**config.mk**
```make
export PLATFORM = sky130hd
export DESIGN_NAME = vcb_comparator_ctrl
export DESIGN_NICKNAME = d
export VERILOG_FILES = /design/src/inc/vcb_pkg.sv /design/src/vcb_comparator_ctrl.sv /design/src/vcb_edge_detect.sv
export SDC_FILE = /design/constraint.sdc
export NUM_CORES = 1
export LEC_CHECK = 0
export ABC_AREA = 1
export BUFFER_PORTS_ARGS = -buffer_cell sky130_fd_sc_hd__buf_2
export CAP_MARGIN = 10
export CORE_UTILIZATION = 46
export DETAILED_ROUTE_END_ITERATION = 10
export GPL_ROUTABILITY_DRIVEN = 0
export PLACE_DENSITY = 0.84
export SLEW_MARGIN = 10
export SYNTH_ARGS = -nofsm -noshare
export SYNTH_HDL_FRONTEND = slang
export SYNTH_SLANG_ARGS = --single-unit
export TNS_END_PERCENT = 10
```
**constraint.sdc**
```tcl
create_clock -name clk_in -period 2.05 [get_ports clk_in]
set_input_delay 0.41 -clock clk_in [delete_from_list [all_inputs] [get_ports clk_in]]
set_output_delay 0.41 -clock clk_in [all_outputs]
set_load 0.005 [all_outputs]
```
**src/inc/vcb_pkg.sv**
```systemverilog
// Package for the voltage comparator block control logic
package vcb_pkg;

  // ----------------------------------------------------------------
  // Register map (byte addresses on the Avalon-MM slave)
  // ----------------------------------------------------------------
  localparam logic [3:0] VCB_ADDR_CTRL = 4'h0;  // status and control
  localparam logic [3:0] VCB_ADDR_SYS = 4'h4;   // system routing and power options
  localparam logic [3:0] VCB_ADDR_MODE = 4'h8;  // power mode status, read only

  // ----------------------------------------------------------------
  // Control register field positions
  // ----------------------------------------------------------------
  localparam int VCB_BIT_ENABLE = 7;
  localparam int VCB_BIT_REFSEL = 6;
  localparam int VCB_BIT_FLAG = 5;
  localparam int VCB_BIT_IRQEN = 4;
  localparam int VCB_BIT_LIVE = 3;
  localparam int VCB_BIT_PINEN = 2;
  localparam int VCB_BIT_EDGE_HI = 1;
  localparam int VCB_BIT_EDGE_LO = 0;

  // System register field positions
  localparam int VCB_BIT_ROUTE = 0;
  localparam int VCB_BIT_BGBUF = 1;

  // Mode register field positions
  localparam int VCB_BIT_M_LIGHT = 0;
  localparam int VCB_BIT_M_DEEP = 1;

  // Reset values
  localparam logic [7:0] VCB_CTRL_RST = 8'h00;
  localparam logic [1:0] VCB_EDGE_RST = 2'h0;

  // Event edge encodings
  localparam logic [1:0] VCB_EDGE_FALL0 = 2'h0;
  localparam logic [1:0] VCB_EDGE_RISE = 2'h1;
  localparam logic [1:0] VCB_EDGE_FALL2 = 2'h2;
  localparam logic [1:0] VCB_EDGE_BOTH = 2'h3;

  // Bus slave state
  typedef enum logic [0:0]
  {
    VCB_BUS_IDLE = 1'b0,
    VCB_BUS_DONE = 1'b1
  } vcb_bus_state_t;

endpackage : vcb_pkg

```
**src/vcb_comparator_ctrl.sv**
```systemverilog
// Control logic of the voltage comparator block
//
// Chosen here: the Avalon-MM register port and the register offsets.
`timescale 1ns/10ps
module vcb_comparator_ctrl
  import vcb_pkg::*;
(
  input wire logic clk_in,
  input wire logic rst_in,
  // Avalon-MM slave
  input wire logic [3:0] avs_address_in,
  input wire logic avs_read_in,
  input wire logic avs_write_in,
  input wire logic [31:0] avs_writedata_in,
  input wire logic [3:0] avs_byteenable_in,
  output logic [31:0] avs_readdata_out,
  output logic avs_waitrequest_out,
  // Power mode status from the system
  input wire logic wait_mode_in,
  input wire logic light_stop_mode_in,
  input wire logic deepest_stop_mode_in,
  input wire logic debug_halt_in,
  // Analog comparator interface
  input wire logic analog_result_in,
  output logic comparator_power_out,
  output logic analog_low_power_out,
  output logic reference_source_select_out,
  output logic bandgap_buffer_enable_out,
  // Result pin
  output logic result_output_pin_out,
  output logic result_output_pin_oe_out,
  // Timer routing
  output logic capture_ch0_out,
  output logic capture_route_active_out,
  output logic timer_channel_zero_pin_disconnect_out,
  // Interrupt
  output logic compare_irq_out
);

  // ----------------------------------------------------------------
  // State
  // ----------------------------------------------------------------
  typedef struct packed
  {
    logic comparator_module_enable;
    logic reference_source_select;
    logic compare_event_flag;
    logic compare_irq_enable;
    logic result_pin_enable;
    logic [1:0] event_edge_select;
    logic result_to_capture_route;
    logic bandgap_buffer_enable;
    vcb_bus_state_t bus;
    logic [31:0] rdata;
    logic comp_pwr;
    logic low_pwr;
    logic ref_sel;
    logic bg_buf;
    logic pin_val;
    logic pin_oe;
    logic cap_val;
    logic route;
    logic irq;
  } vcb_state_t;

  vcb_state_t st_r;
  vcb_state_t st_nxt;

  logic running;
  logic live_level;
  logic edge_event;
  logic live_bit;
  logic [7:0] ctrl_view;
  logic wr_hit;
  logic lane0;

  // ----------------------------------------------------------------
  // Run gating and synchroniser
  // ----------------------------------------------------------------
  // stop disables block
  // wait and debug do not gate
  assign running = st_r.comparator_module_enable & ~light_stop_mode_in & ~deepest_stop_mode_in;

  vcb_edge_detect u_edge
  (
    .clk_in(clk_in),
    .rst_in(rst_in),
    .run_in(running),
    .async_in(analog_result_in),
    .edge_sel_in(st_r.event_edge_select),
    .level_out(live_level),
    .event_out(edge_event)
  );

  assign live_bit = st_r.comparator_module_enable & live_level;

  // Register read view
  assign ctrl_view = {st_r.comparator_module_enable, st_r.reference_source_select,
                      st_r.compare_event_flag, st_r.compare_irq_enable, live_bit,
                      st_r.result_pin_enable, st_r.event_edge_select};

  assign wr_hit = avs_write_in & (st_r.bus == VCB_BUS_IDLE);
  assign lane0 = avs_byteenable_in[0];

  // ----------------------------------------------------------------
  // Next state
  // ----------------------------------------------------------------
  always_comb
  begin
    st_nxt = st_r;

    // Bus slave: one wait cycle, answer on second cycle
    case (st_r.bus)
      VCB_BUS_IDLE:
      begin
        if (avs_read_in | avs_write_in)
        begin
          st_nxt.bus = VCB_BUS_DONE;
        end
        if (avs_read_in)
        begin
          case (avs_address_in)
            VCB_ADDR_CTRL: st_nxt.rdata = {24'h000000, ctrl_view};
            VCB_ADDR_SYS: st_nxt.rdata = {30'h0, st_r.bandgap_buffer_enable,
                                          st_r.result_to_capture_route};
            VCB_ADDR_MODE: st_nxt.rdata = {30'h0, deepest_stop_mode_in, light_stop_mode_in};
            default: st_nxt.rdata = 32'h00000000;
          endcase
        end
      end
      VCB_BUS_DONE:
      begin
        st_nxt.bus = VCB_BUS_IDLE;
      end
      default:
      begin
        st_nxt.bus = VCB_BUS_IDLE;
      end
    endcase

    if (wr_hit && lane0 && !light_stop_mode_in && avs_address_in == VCB_ADDR_CTRL)
    begin
      st_nxt.comparator_module_enable = avs_writedata_in[VCB_BIT_ENABLE];
      st_nxt.reference_source_select = avs_writedata_in[VCB_BIT_REFSEL];
      st_nxt.compare_irq_enable = avs_writedata_in[VCB_BIT_IRQEN];
      st_nxt.result_pin_enable = avs_writedata_in[VCB_BIT_PINEN];
      st_nxt.event_edge_select = avs_writedata_in[VCB_BIT_EDGE_HI:VCB_BIT_EDGE_LO];
      if (avs_writedata_in[VCB_BIT_FLAG])
      begin
        st_nxt.compare_event_flag = 1'b0;
      end
    end
    if (wr_hit && lane0 && !light_stop_mode_in && avs_address_in == VCB_ADDR_SYS)
    begin
      st_nxt.result_to_capture_route = avs_writedata_in[VCB_BIT_ROUTE];
      st_nxt.bandgap_buffer_enable = avs_writedata_in[VCB_BIT_BGBUF];
    end

    if (edge_event && running)
    begin
      st_nxt.compare_event_flag = 1'b1;
    end

    if (deepest_stop_mode_in)
    begin
      st_nxt.comparator_module_enable = VCB_CTRL_RST[VCB_BIT_ENABLE];
      st_nxt.reference_source_select = VCB_CTRL_RST[VCB_BIT_REFSEL];
      st_nxt.compare_event_flag = VCB_CTRL_RST[VCB_BIT_FLAG];
      st_nxt.compare_irq_enable = VCB_CTRL_RST[VCB_BIT_IRQEN];
      st_nxt.result_pin_enable = VCB_CTRL_RST[VCB_BIT_PINEN];
      st_nxt.event_edge_select = VCB_EDGE_RST;
      st_nxt.result_to_capture_route = 1'b0;
      st_nxt.bandgap_buffer_enable = 1'b0;
    end

    // Registered outputs
    st_nxt.comp_pwr = running;
    // analog low power in light stop
    st_nxt.low_pwr = light_stop_mode_in;
    st_nxt.ref_sel = st_nxt.reference_source_select;
    st_nxt.bg_buf = st_nxt.bandgap_buffer_enable;
    st_nxt.pin_oe = st_nxt.result_pin_enable & st_nxt.comparator_module_enable;
    st_nxt.pin_val = st_nxt.pin_oe & live_level & running;
    st_nxt.cap_val = st_nxt.result_to_capture_route & live_level & running;
    st_nxt.route = st_nxt.result_to_capture_route;
    st_nxt.irq = st_nxt.compare_irq_enable & st_nxt.compare_event_flag
                 & ~light_stop_mode_in & ~deepest_stop_mode_in;
  end

  // ----------------------------------------------------------------
  // State register
  // ----------------------------------------------------------------
  // reset returns reset state
  always_ff @(posedge clk_in or posedge rst_in)
  begin
    if (rst_in)
    begin
      st_r <= '0;
    end
    else
    begin
      st_r <= st_nxt;
    end
  end

  // ----------------------------------------------------------------
  // Outputs, all from flops
  // ----------------------------------------------------------------
  assign avs_readdata_out = st_r.rdata;
  assign avs_waitrequest_out = (st_r.bus == VCB_BUS_IDLE); // High until answer cycle
  assign comparator_power_out = st_r.comp_pwr;
  assign analog_low_power_out = st_r.low_pwr;
  assign reference_source_select_out = st_r.ref_sel;
  assign bandgap_buffer_enable_out = st_r.bg_buf;
  assign result_output_pin_out = st_r.pin_val;
  assign result_output_pin_oe_out = st_r.pin_oe;
  assign capture_ch0_out = st_r.cap_val;
  assign capture_route_active_out = st_r.route;
  assign timer_channel_zero_pin_disconnect_out = st_r.route;
  assign compare_irq_out = st_r.irq;

endmodule : vcb_comparator_ctrl

```
**src/vcb_edge_detect.sv**
```systemverilog
// Two-flop synchroniser and programmable edge detector
`timescale 1ns/10ps
module vcb_edge_detect
  import vcb_pkg::*;
(
  input wire logic clk_in,
  input wire logic rst_in,
  input wire logic run_in,
  input wire logic async_in,
  input wire logic [1:0] edge_sel_in,
  output logic level_out,
  output logic event_out
);

  typedef struct packed
  {
    logic meta;
    logic sync;
    logic prev;
    logic evt;
  } vcb_edge_state_t;

  vcb_edge_state_t st_r;
  vcb_edge_state_t st_nxt;
  logic rise;
  logic fall;

  // ----------------------------------------------------------------
  // Synchroniser and edge selection
  // ----------------------------------------------------------------
  // Meta stage is read only by the sync stage
  always_comb
  begin
    st_nxt = st_r;
    rise = st_r.sync & ~st_r.prev;
    fall = ~st_r.sync & st_r.prev;
    if (run_in)
    begin
      st_nxt.meta = async_in;
      st_nxt.sync = st_r.meta;
      st_nxt.prev = st_r.sync;
      case (edge_sel_in)
        VCB_EDGE_RISE: st_nxt.evt = rise;
        VCB_EDGE_FALL0: st_nxt.evt = fall;
        VCB_EDGE_FALL2: st_nxt.evt = fall;
        VCB_EDGE_BOTH: st_nxt.evt = rise | fall;
        default: st_nxt.evt = 1'b0;
      endcase
    end
    else
    begin
      // Disabled: history cleared, so re-enable with the input high makes a rising edge
      st_nxt = '0;
    end
  end

  // State register
  always_ff @(posedge clk_in or posedge rst_in)
  begin
    if (rst_in)
    begin
      st_r <= '0;
    end
    else
    begin
      st_r <= st_nxt;
    end
  end

  assign level_out = st_r.sync;
  assign event_out = st_r.evt;

endmodule : vcb_edge_detect

```
# [Word level (Yosys, flattened, before mapping)]
# Cells that the tools add are included.
[totals] input_bits=49 reg_bits=52 output_inout_bits=43 wordCells=68
[classes] reduce_logical=12 eq_ne=5 mux=10 bitwise_logic=21
[ops] cell="case mux 8 bit (3 select lines)" n=1
[ops] cell="bitwise AND 1 bit" n=14
[ops] cell="two-way mux 9 bit" n=1
[ops] cell="two-way mux 7 bit" n=1
[ops] cell="logical AND 1 bit" n=5
[ops] cell="inverter 1 bit" n=5
[ops] cell="equality test 2 bit, second input constant" n=2
[ops] cell="equality test 4 x 3 -> 1 bit, second input constant" n=1
[ops] cell="equality test 4 bit, second input constant" n=1
[ops] cell="zero test 4 bit" n=1
[ops] cell="two-way mux 4 bit" n=1
[ops] cell="nonzero test 2 bit" n=2
[ops] cell="two-way mux 1 bit" n=3
[ops] cell="case mux 1 bit (3 select lines)" n=1
[ops] cell="equality test 2 x 1 -> 1 bit, second input constant" n=1
[ops] cell="zero test 2 bit" n=1
[ops] cell="two-way mux 2 bit" n=1
[ops] cell="OR 1 bit" n=2
[ops] cell="case mux 1 bit (2 select lines)" n=1
[ops] cell="AND reduction 2 bit" n=1
[ops] cell="OR reduction 2 bit" n=1
[ops] cell="zero test 1 bit" n=1

# [Longest topological paths before layout]
# Gate-level depths: netlist of the first run.
[depth] ltp_word=11 ltp_mapped=8 ltp_nobuf=8

# [Modules after synthesis]
# Synthesis of the first run repeated with hierarchy kept, for this count alone.
[hier_totals] cells_unflattened=186 hier_area_um2=1569.0
[modules_own_cells] mod="vcb_comparator_ctrl" instances=1 seq_area_each_um2=600.6 cells_per_inst=163 area_per_inst_um2=1375.1
[modules_own_cells] mod="vcb_edge_detect" instances=1 seq_area_each_um2=100.1 cells_per_inst=23 area_per_inst_um2=193.9

# [Worst setup path before layout of the first run]
# Ideal clock, no wire load.
[synth_timing] path_kind="input to register" from="input light_stop_mode_in" to="register st_r (netlist bit result_output_pin_oe_out)" setup_slack_ns=0.927 setup_time_ns=0.114 t_arrival_ns=1.009 n_path_buf=0 cell_stages=8 required_time_ns=1.936 cell_sequence="inv_2 nand2_1 nor2_4 nand2_4 nand3_1 nand2_2 nand2_2 inv_1"
[synth_rtl] element="start: declaration" line="vcb_comparator_ctrl.sv:20" source="input wire logic light_stop_mode_in,"
[synth_rtl] element="end signal: assignment" line="vcb_comparator_ctrl.sv:202" source="st_r <= st_nxt;"
[synth_rtl] element="end: declaration" line="vcb_comparator_ctrl.sv:66" source="vcb_state_t st_r;"

# [Worst setup path in the final report of the first run]
[layout_timing] from="register st_r[41] (netlist bit)" to="output avs_waitrequest_out"
[layout_between] elab_chain_cells=1
[layout_rtl] element="inverter 1 bit (no line)"
[layout_rtl] element="end: declaration" line="vcb_comparator_ctrl.sv:17" source="output logic avs_waitrequest_out,"
# Every way passes these cells.

==> results by group, run 1 <==
Status
  • Outcome: completed

Clocking
  • Clock sink total: 28
  • CTS tree: built
  • Setup repair bufs after CTS: 0
  • CTS Buffer Depth: 2
  • PostCTS Resize Cnt: 0
  • Root buffer cell: clkbuf_4
  • Post-CTS Hold Buffers: 0
  • Clk slew on worst S/H paths: approximately 0.15 ns
  • CTS H-Tree Depth: 1
  • Clock latency on the worst-skew pair: around 0.32 ns
  • Num CTS Buffers: 3

Global routing
  • All-layer global routing usage: 0.158
  • Largest net degree at the start of global routing: 29
  • Vias in the first global route: 1,018
  • Global-route wire length before repair: about 4.2 mm
  • Initial antenna violation count: 0
  • Congestion Overflow GR: 0

Cells and area
  • Post-route cell area: 0.00167 sq mm
  • Area used by multi-input combinational logic: slightly below 600 sq um
  • # nets final: between 200 and 300
  • N_diodes: 0
  • Register Area: around 700 sq um
  • Final cell count without fillers: 252
  • Share of cells above drive strength 1: 0.332
  • Fillers: slightly above 300
  • Utilization of the core after routing: 0.534
  • Layout area overhead: 7.75%

Synthesis
  • Main area contributors after synthesis: dfrtp_1, buf_4, nand2_1
  • Synthesized instance count: between 150 and 200
  • Yosys Warn Count: 0
  • Post-synthesis instance area: ~0.0016 sq mm
  • Sequential share of the synthesized area: 0.452
  • Synth cell count leaders: buf_4, dfrtp_1, nand2_1, inv_1, nand3_1
  • Post-synthesis cell type count: 23
  • EDFF count, synth: 0
  • Yosys reg bits: 28
  • Dominant synthesized flop cell: dfrtp_1
  • Synth top area share: 0.452
  • Most frequent cell after synthesis: buf_4
  • Mean post-synth cell area: 8.76 sq um
  • Synth async-reset ratio: 1.00
  • Largest area contributor in the synthesized netlist: dfrtp_1

Timing
  • Hold Fails Final Rpt: 0
  • Setup_tns: 0 ns
  • Final number of setup-violating endpoints: 0
  • RSZ-0062 raised after global routing: no
  • Crit path time final: 1.33 ns
  • FMAX: between 0.7 and 0.8 GHz
  • Setup Skew: 0.00155 ns
  • Slew Viols, Final: 0
  • Final period util: 0.649

Route
  • Drt via density: around 4.3
  • DR iter-0 viols: 38
  • Final ANT Viol Nets: 0
  • Drt wl/cell: about 10 um
  • DR vias: between 1,000 and 1,500
  • Post-Route WL: 2.53 mm
  • 1st-pass router iterations: 4
  • # DRC: 0

Worst setup path
  • Crit end category: output pin
  • Buf+Inv Stages, Crit Path: 2
  • Worst setup SP type: flip-flop
  • CP Max Fanout: 3
  • Delay-heaviest family, CP: flip-flops
  • CP arrival: around 0.92 ns
  • Worst stage delay on the critical path: 0.42 ns
  • Worst R2R Start: st_r[41]
  • Slowest CP cell: dfrtp_1
  • Crit path cell chain: inv_2 -> buf_2
  • Worst setup path startpoint: st_r[41]
  • Crit Path Category: flip-flop to output pin
  • CP required: between 1.5 and 2 ns

Die
  • Row count: 20
  • Die area: about 0.0036 sq mm
  • IO Count: 92
  • Die Span X: 60.1 um
  • Initial Util: 0.496
  • Die height: about 60 um
  • Total core area: approximately 0.0031 sq mm

Pwr
  • Maximum VDD drop: 0.228 mV
  • Seq pwr share: 0.604
  • Total power: a little over 0.9 mW
  • PD cells: between 500 and 600 mW/mm^2
  • Lkg Pwr: about 0.96 nW
  • Combinational share of power: 0.107
  • Internal power: ~0.7 mW
  • Switch Pwr: 0.232 mW
  • Clock power share: 0.289
  • Switch share: 0.249

Place
  • Cell count after placement: 248
  • Placed cell area: between 0.0015 and 0.002 sq mm
  • Dpl hpwl: about 2 mm
  • IO Port Bufs: 37

Worst hold path
  • Worst Hold Class: input pin to asynchronous set/reset pin

Job
  • Total of max-cap violations: 0
==> metrics by stage <==
step,hold slack (ns),setup WS (ns)
finish,0.116,0.720
global route,0.118,0.634
CTS,0.124,0.713
detailed placement,0.466,0.651
global placement,0.453,0.690
floorplan,0.441,0.927
==> state kept, by name, summed over array words and instances, names as in the netlist <==
register and count:
reference_source_select_out 1, result_output_pin_out 1, u_edge.level_out 1, u_edge.event_out 1
comparator_power_out 1, ctrl_view 6, capture_ch0_out 1, result_output_pin_oe_out 1
analog_low_power_out 1, u_edge.st_r 2, compare_irq_out 1, avs_readdata_out 8
st_r 1, bandgap_buffer_enable_out 1, capture_route_active_out 1
==> per-layer routing <==
metal	track usage	vias up	part of all wire	routed length, um
met5	0	-	0	0
met4	0.0498	0	0.0087	22
met3	0.0260	4	0.031	79
met2	0.287	28	0.52	1330
met1	0.188	493	0.44	1100
li1	-	549	-	-
==> layout by cell type, fill, tap and decap left out, drive strengths merged <==
master	instances
buf	39
nand2	35
dfrtp	28
inv	26
conb	24
nand3	17
nor2	16
o21ai	7
clkbuf	4
a21oi	2
nand4	2
a22o	2
ha	2
o22ai	1
nor3	1
nand3b	1
o31ai	1
==> cells by family after synthesis <==
group           Yosys count  synth area share
other cells               1           0.00242
buf+inv                  61             0.229
flops                    28             0.452
fa+ha+maj                 2            0.0161
simple gates             72             0.248
compound gates           13            0.0525
==> power groups by stage <==
stage	registers [mW]	logic, mW	clock network, mW
5_1_grt	0.563	0.115	0.302
4_1_cts	0.562	0.100	0.273
6_report	0.562	0.0990	0.269
3_3_place_gp	0.572	0.0988	0
3_5_place_dp	0.572	0.0994	0
2_1_floorplan	0.572	0.0960	0
==> worst reg2reg max path, cell delays in order, from the launching register on <==
cell     delay, ns
dfrtp_1       0.42
inv_2         0.07
nand2_1       0.22
nor2_2        0.25
inv_2         0.07
o31ai_2       0.17
==> path summary, 6_finish.rpt <==
kind	to	cells past startpoint	slack, ns
worst max register to register	avs_readdata_out[3]	5	0.77
worst max-delay path	avs_waitrequest_out	2	0.72
worst min-delay path	compare_irq_out	3	0.12
worst min register to register	u_edge.level_out	2	0.49
min in group clk_in	analog_low_power_out	1	0.24
max in group asynchronous	u_edge.st_r[3]	3	1.68
==> layout make-up <==
cell class | instances | share of cell area
sequential | 28 | 0.419
multi-input combinational | 111 | 0.348
timing repair buffer | 39 | 0.120
inverter | 26 | 0.0584
tap | 44 | 0.0330
clock buffer | 4 | 0.0217
No activity file was read; power rests on OpenSTA's default activity.
==> run 2: changes to the inputs <==
Settings changed: CORE_UTILIZATION 46 to 39, PLACE_DENSITY 0.84 to 0.76.
Clock period 2.05 ns to 1.2 ns, I/O delays scaled along.
==> run 2 against run 1 <==
  * The flow now finishes with violations (setup timing)
  * Via count up 5.0%
  * Combinational power increased by 87%
  * Global-route usage decreased by 1.7 points
  * Worst hold slack got worse by 0.10 ns
  * Clock power grew to 2.7 times the previous value
  * Wire length up 7.8%
  * Clock-buffer cell count is 1 lower
  * Non-clock buffer count rose by 5
  * Register-to-register slack got worse by 0.79 ns
  * Total power increased by 100%
  * Die area increased by 17%
  * Critical path depth rose by 5
==> results by group, run 2 (synthesis results as in run 1) <==
Worst setup path
  • CP required: 1.37 ns
  • R2r endpoint: ctrl_view[0]
  • CP Max Fanout: 7
  • Slowest CP cell: dfrtp_1
  • CP arrival: 1.39 ns
  • R2R cell count: 7
  • Worst stage delay on the critical path: about 0.40 ns
  • Worst R2R Start: st_r[41]
  • Reg2Reg Setup Slack: -0.02 ns
  • Worst setup SP type: flip-flop
  • Crit Path Category: flip-flop to flip-flop
  • Crit path cell chain: inv_2 -> nand2_4 -> nor2_4 -> nand2_4 -> buf_4 -> nand3_1 -> nand2_1
  • Critical Path Most Common Cell: nand2_4
  • Crit end category: flip-flop

Cells and area
  • Post-route cell area: around 0.0018 sq mm
  • Fillers: 384
  • # nets final: 265
  • Most common cell after layout, fill and taps aside: buf_2
  • N_diodes: 0
  • Utilization of the core after routing: 0.471
  • Register Area: roughly 700 sq um
  • Max FFs per register: 8
  • Layout area overhead: 13.7%
  • Most frequent cells in the layout: buf_2, dfrtp_1, nand2_1, conb_1, inv_1
  • Final cell count without fillers: 261
  • Area used by multi-input combinational logic: 596 sq um
  • Share of cells above drive strength 1: 0.362

Pwr
  • Total power: 1.88 mW
  • PD cells: around 1100 mW/mm^2
  • Switch Pwr: 0.415 mW
  • Maximum VDD drop: roughly 0.44 mV
  • Lkg Pwr: approximately 1 nW
  • Internal power: 1.46 mW
  • Clock power share: 0.391
  • Seq pwr share: 0.511
  • Combinational share of power: 0.099
  • Switch share: 0.221

Place
  • Cell count after placement: 255
  • Placed cell area: ~0.0017 sq mm
  • IO Port Bufs: 37
  • Dpl hpwl: 2.22 mm
  • Dpl ws: -0.0316 ns

Die
  • Die area: ~0.0042 sq mm
  • IO Count: 92
  • Initial Util: 0.414
  • Die Span X: about 65 um
  • Die height: about 65 um
  • Row count: 22
  • Total core area: ~0.0037 sq mm

Timing
  • Setup Skew: around 0.0069 ns
  • RSZ-0062 raised after global routing: yes
  • FMAX: roughly 0.8 GHz
  • Setup_tns: -0.0518 ns
  • Post-route worst setup slack: -0.0195 ns
  • Fin Hold WS: 0.0121 ns
  • Final number of setup-violating endpoints: 5
  • Final period util: 1.02
  • Slew Viols, Final: 0
  • Hold Fails Final Rpt: 0
  • Crit path time final: around 1.2 ns

Clocking
  • Root buffer cell: clkbuf_8
  • CTS H-Tree Depth: 1
  • Clk slew on worst S/H paths: roughly 0.10 ns
  • Clock latency on the worst-skew pair: about 0.27 ns
  • Post-CTS Hold Buffers: 0
  • CTS tree: built
  • CTS Buffer Depth: 2
  • Num CTS Buffers: 3
  • Clock sink total: 28

Route
  • # DRC: 0
  • Final ANT Viol Nets: 0
  • Post-Route WL: 2.73 mm
  • 1st-pass router iterations: 4
  • Drt wl/cell: ~10 um
  • DR vias: 1,128
  • Drt via density: 4.32
  • DR iter-0 viols: 57

Global routing
  • Vias in the first global route: ~1,100
  • Congestion Overflow GR: 0
  • All-layer global routing usage: 0.141
  • Initial antenna violation count: 0
  • Global-route wire length before repair: about 4.6 mm
  • Largest net degree at the start of global routing: 29

Job
  • Total of max-cap violations: 0

Status
  • Outcome: finished, violations left
  • Failing checks: setup timing

Worst hold path
  • Worst Hold Class: input pin to asynchronous set/reset pin
==> run 2: worst max-delay path by stage <==
stage / startpoint / end / slack, ns / depth (start not counted)
floorplan: st_r[41] / result_output_pin_oe_out / 0.09 / 8
global placement: st_r[41] / result_output_pin_oe_out / -0.01 / 8
detailed placement: st_r[41] / result_output_pin_oe_out / -0.03 / 8
CTS: st_r[41] / ctrl_view[1] / 0.0001 / 6
global route: st_r[41] / result_output_pin_oe_out / -0.10 / 8
finish: st_r[41] / ctrl_view[0] / -0.02 / 7
==> run 2: layout make-up <==
| type | instances | area share |
|---|---|---|
| sequential | 28 | 0.397 |
| inverter | 26 | 0.0554 |
| clock inverter | 1 | 0.0170 |
| clock buffer | 3 | 0.0234 |
| multi-input combinational | 111 | 0.338 |
| timing repair buffer | 44 | 0.135 |
| tap | 48 | 0.0341 |
==> run 2: layer usage <==
metal	share of wire	vias up	track usage	routed length [um]
met2	0.52	28	0.253	1430
li1	-	560	-	-
met5	0	-	0	0
met3	0.048	2	0.0282	130
met4	0.0048	0	0.0326	13
met1	0.42	538	0.174	1160
==> run 2: what timing repair did <==
action / in CTS / in global routing
resized for setup: 2 / 2
buffers inserted: 1 / 1
hold endpoints to repair: 0 / 0
endpoints found under the setup margin: 4 / 8
pin swaps: 2 / 5
==> run 2: critical path: cells and delay by family, from the launching register on <==
family | cells | cell delay, ns
buffers and inverters | 2 | 0.23
DFF | 1 | 0.40
and+or+nand+nor | 5 | 0.49
==> run 2: power groups by stage <==
stage               Combinational [mW]  Clock, mW  Sequential [mW]
global route                     0.208      0.788            0.960
CTS                              0.183      0.741            0.959
detailed placement               0.181          0            0.978
floorplan                        0.164          0            0.977
global placement                 0.179          0            0.978
finish                           0.185      0.733            0.959
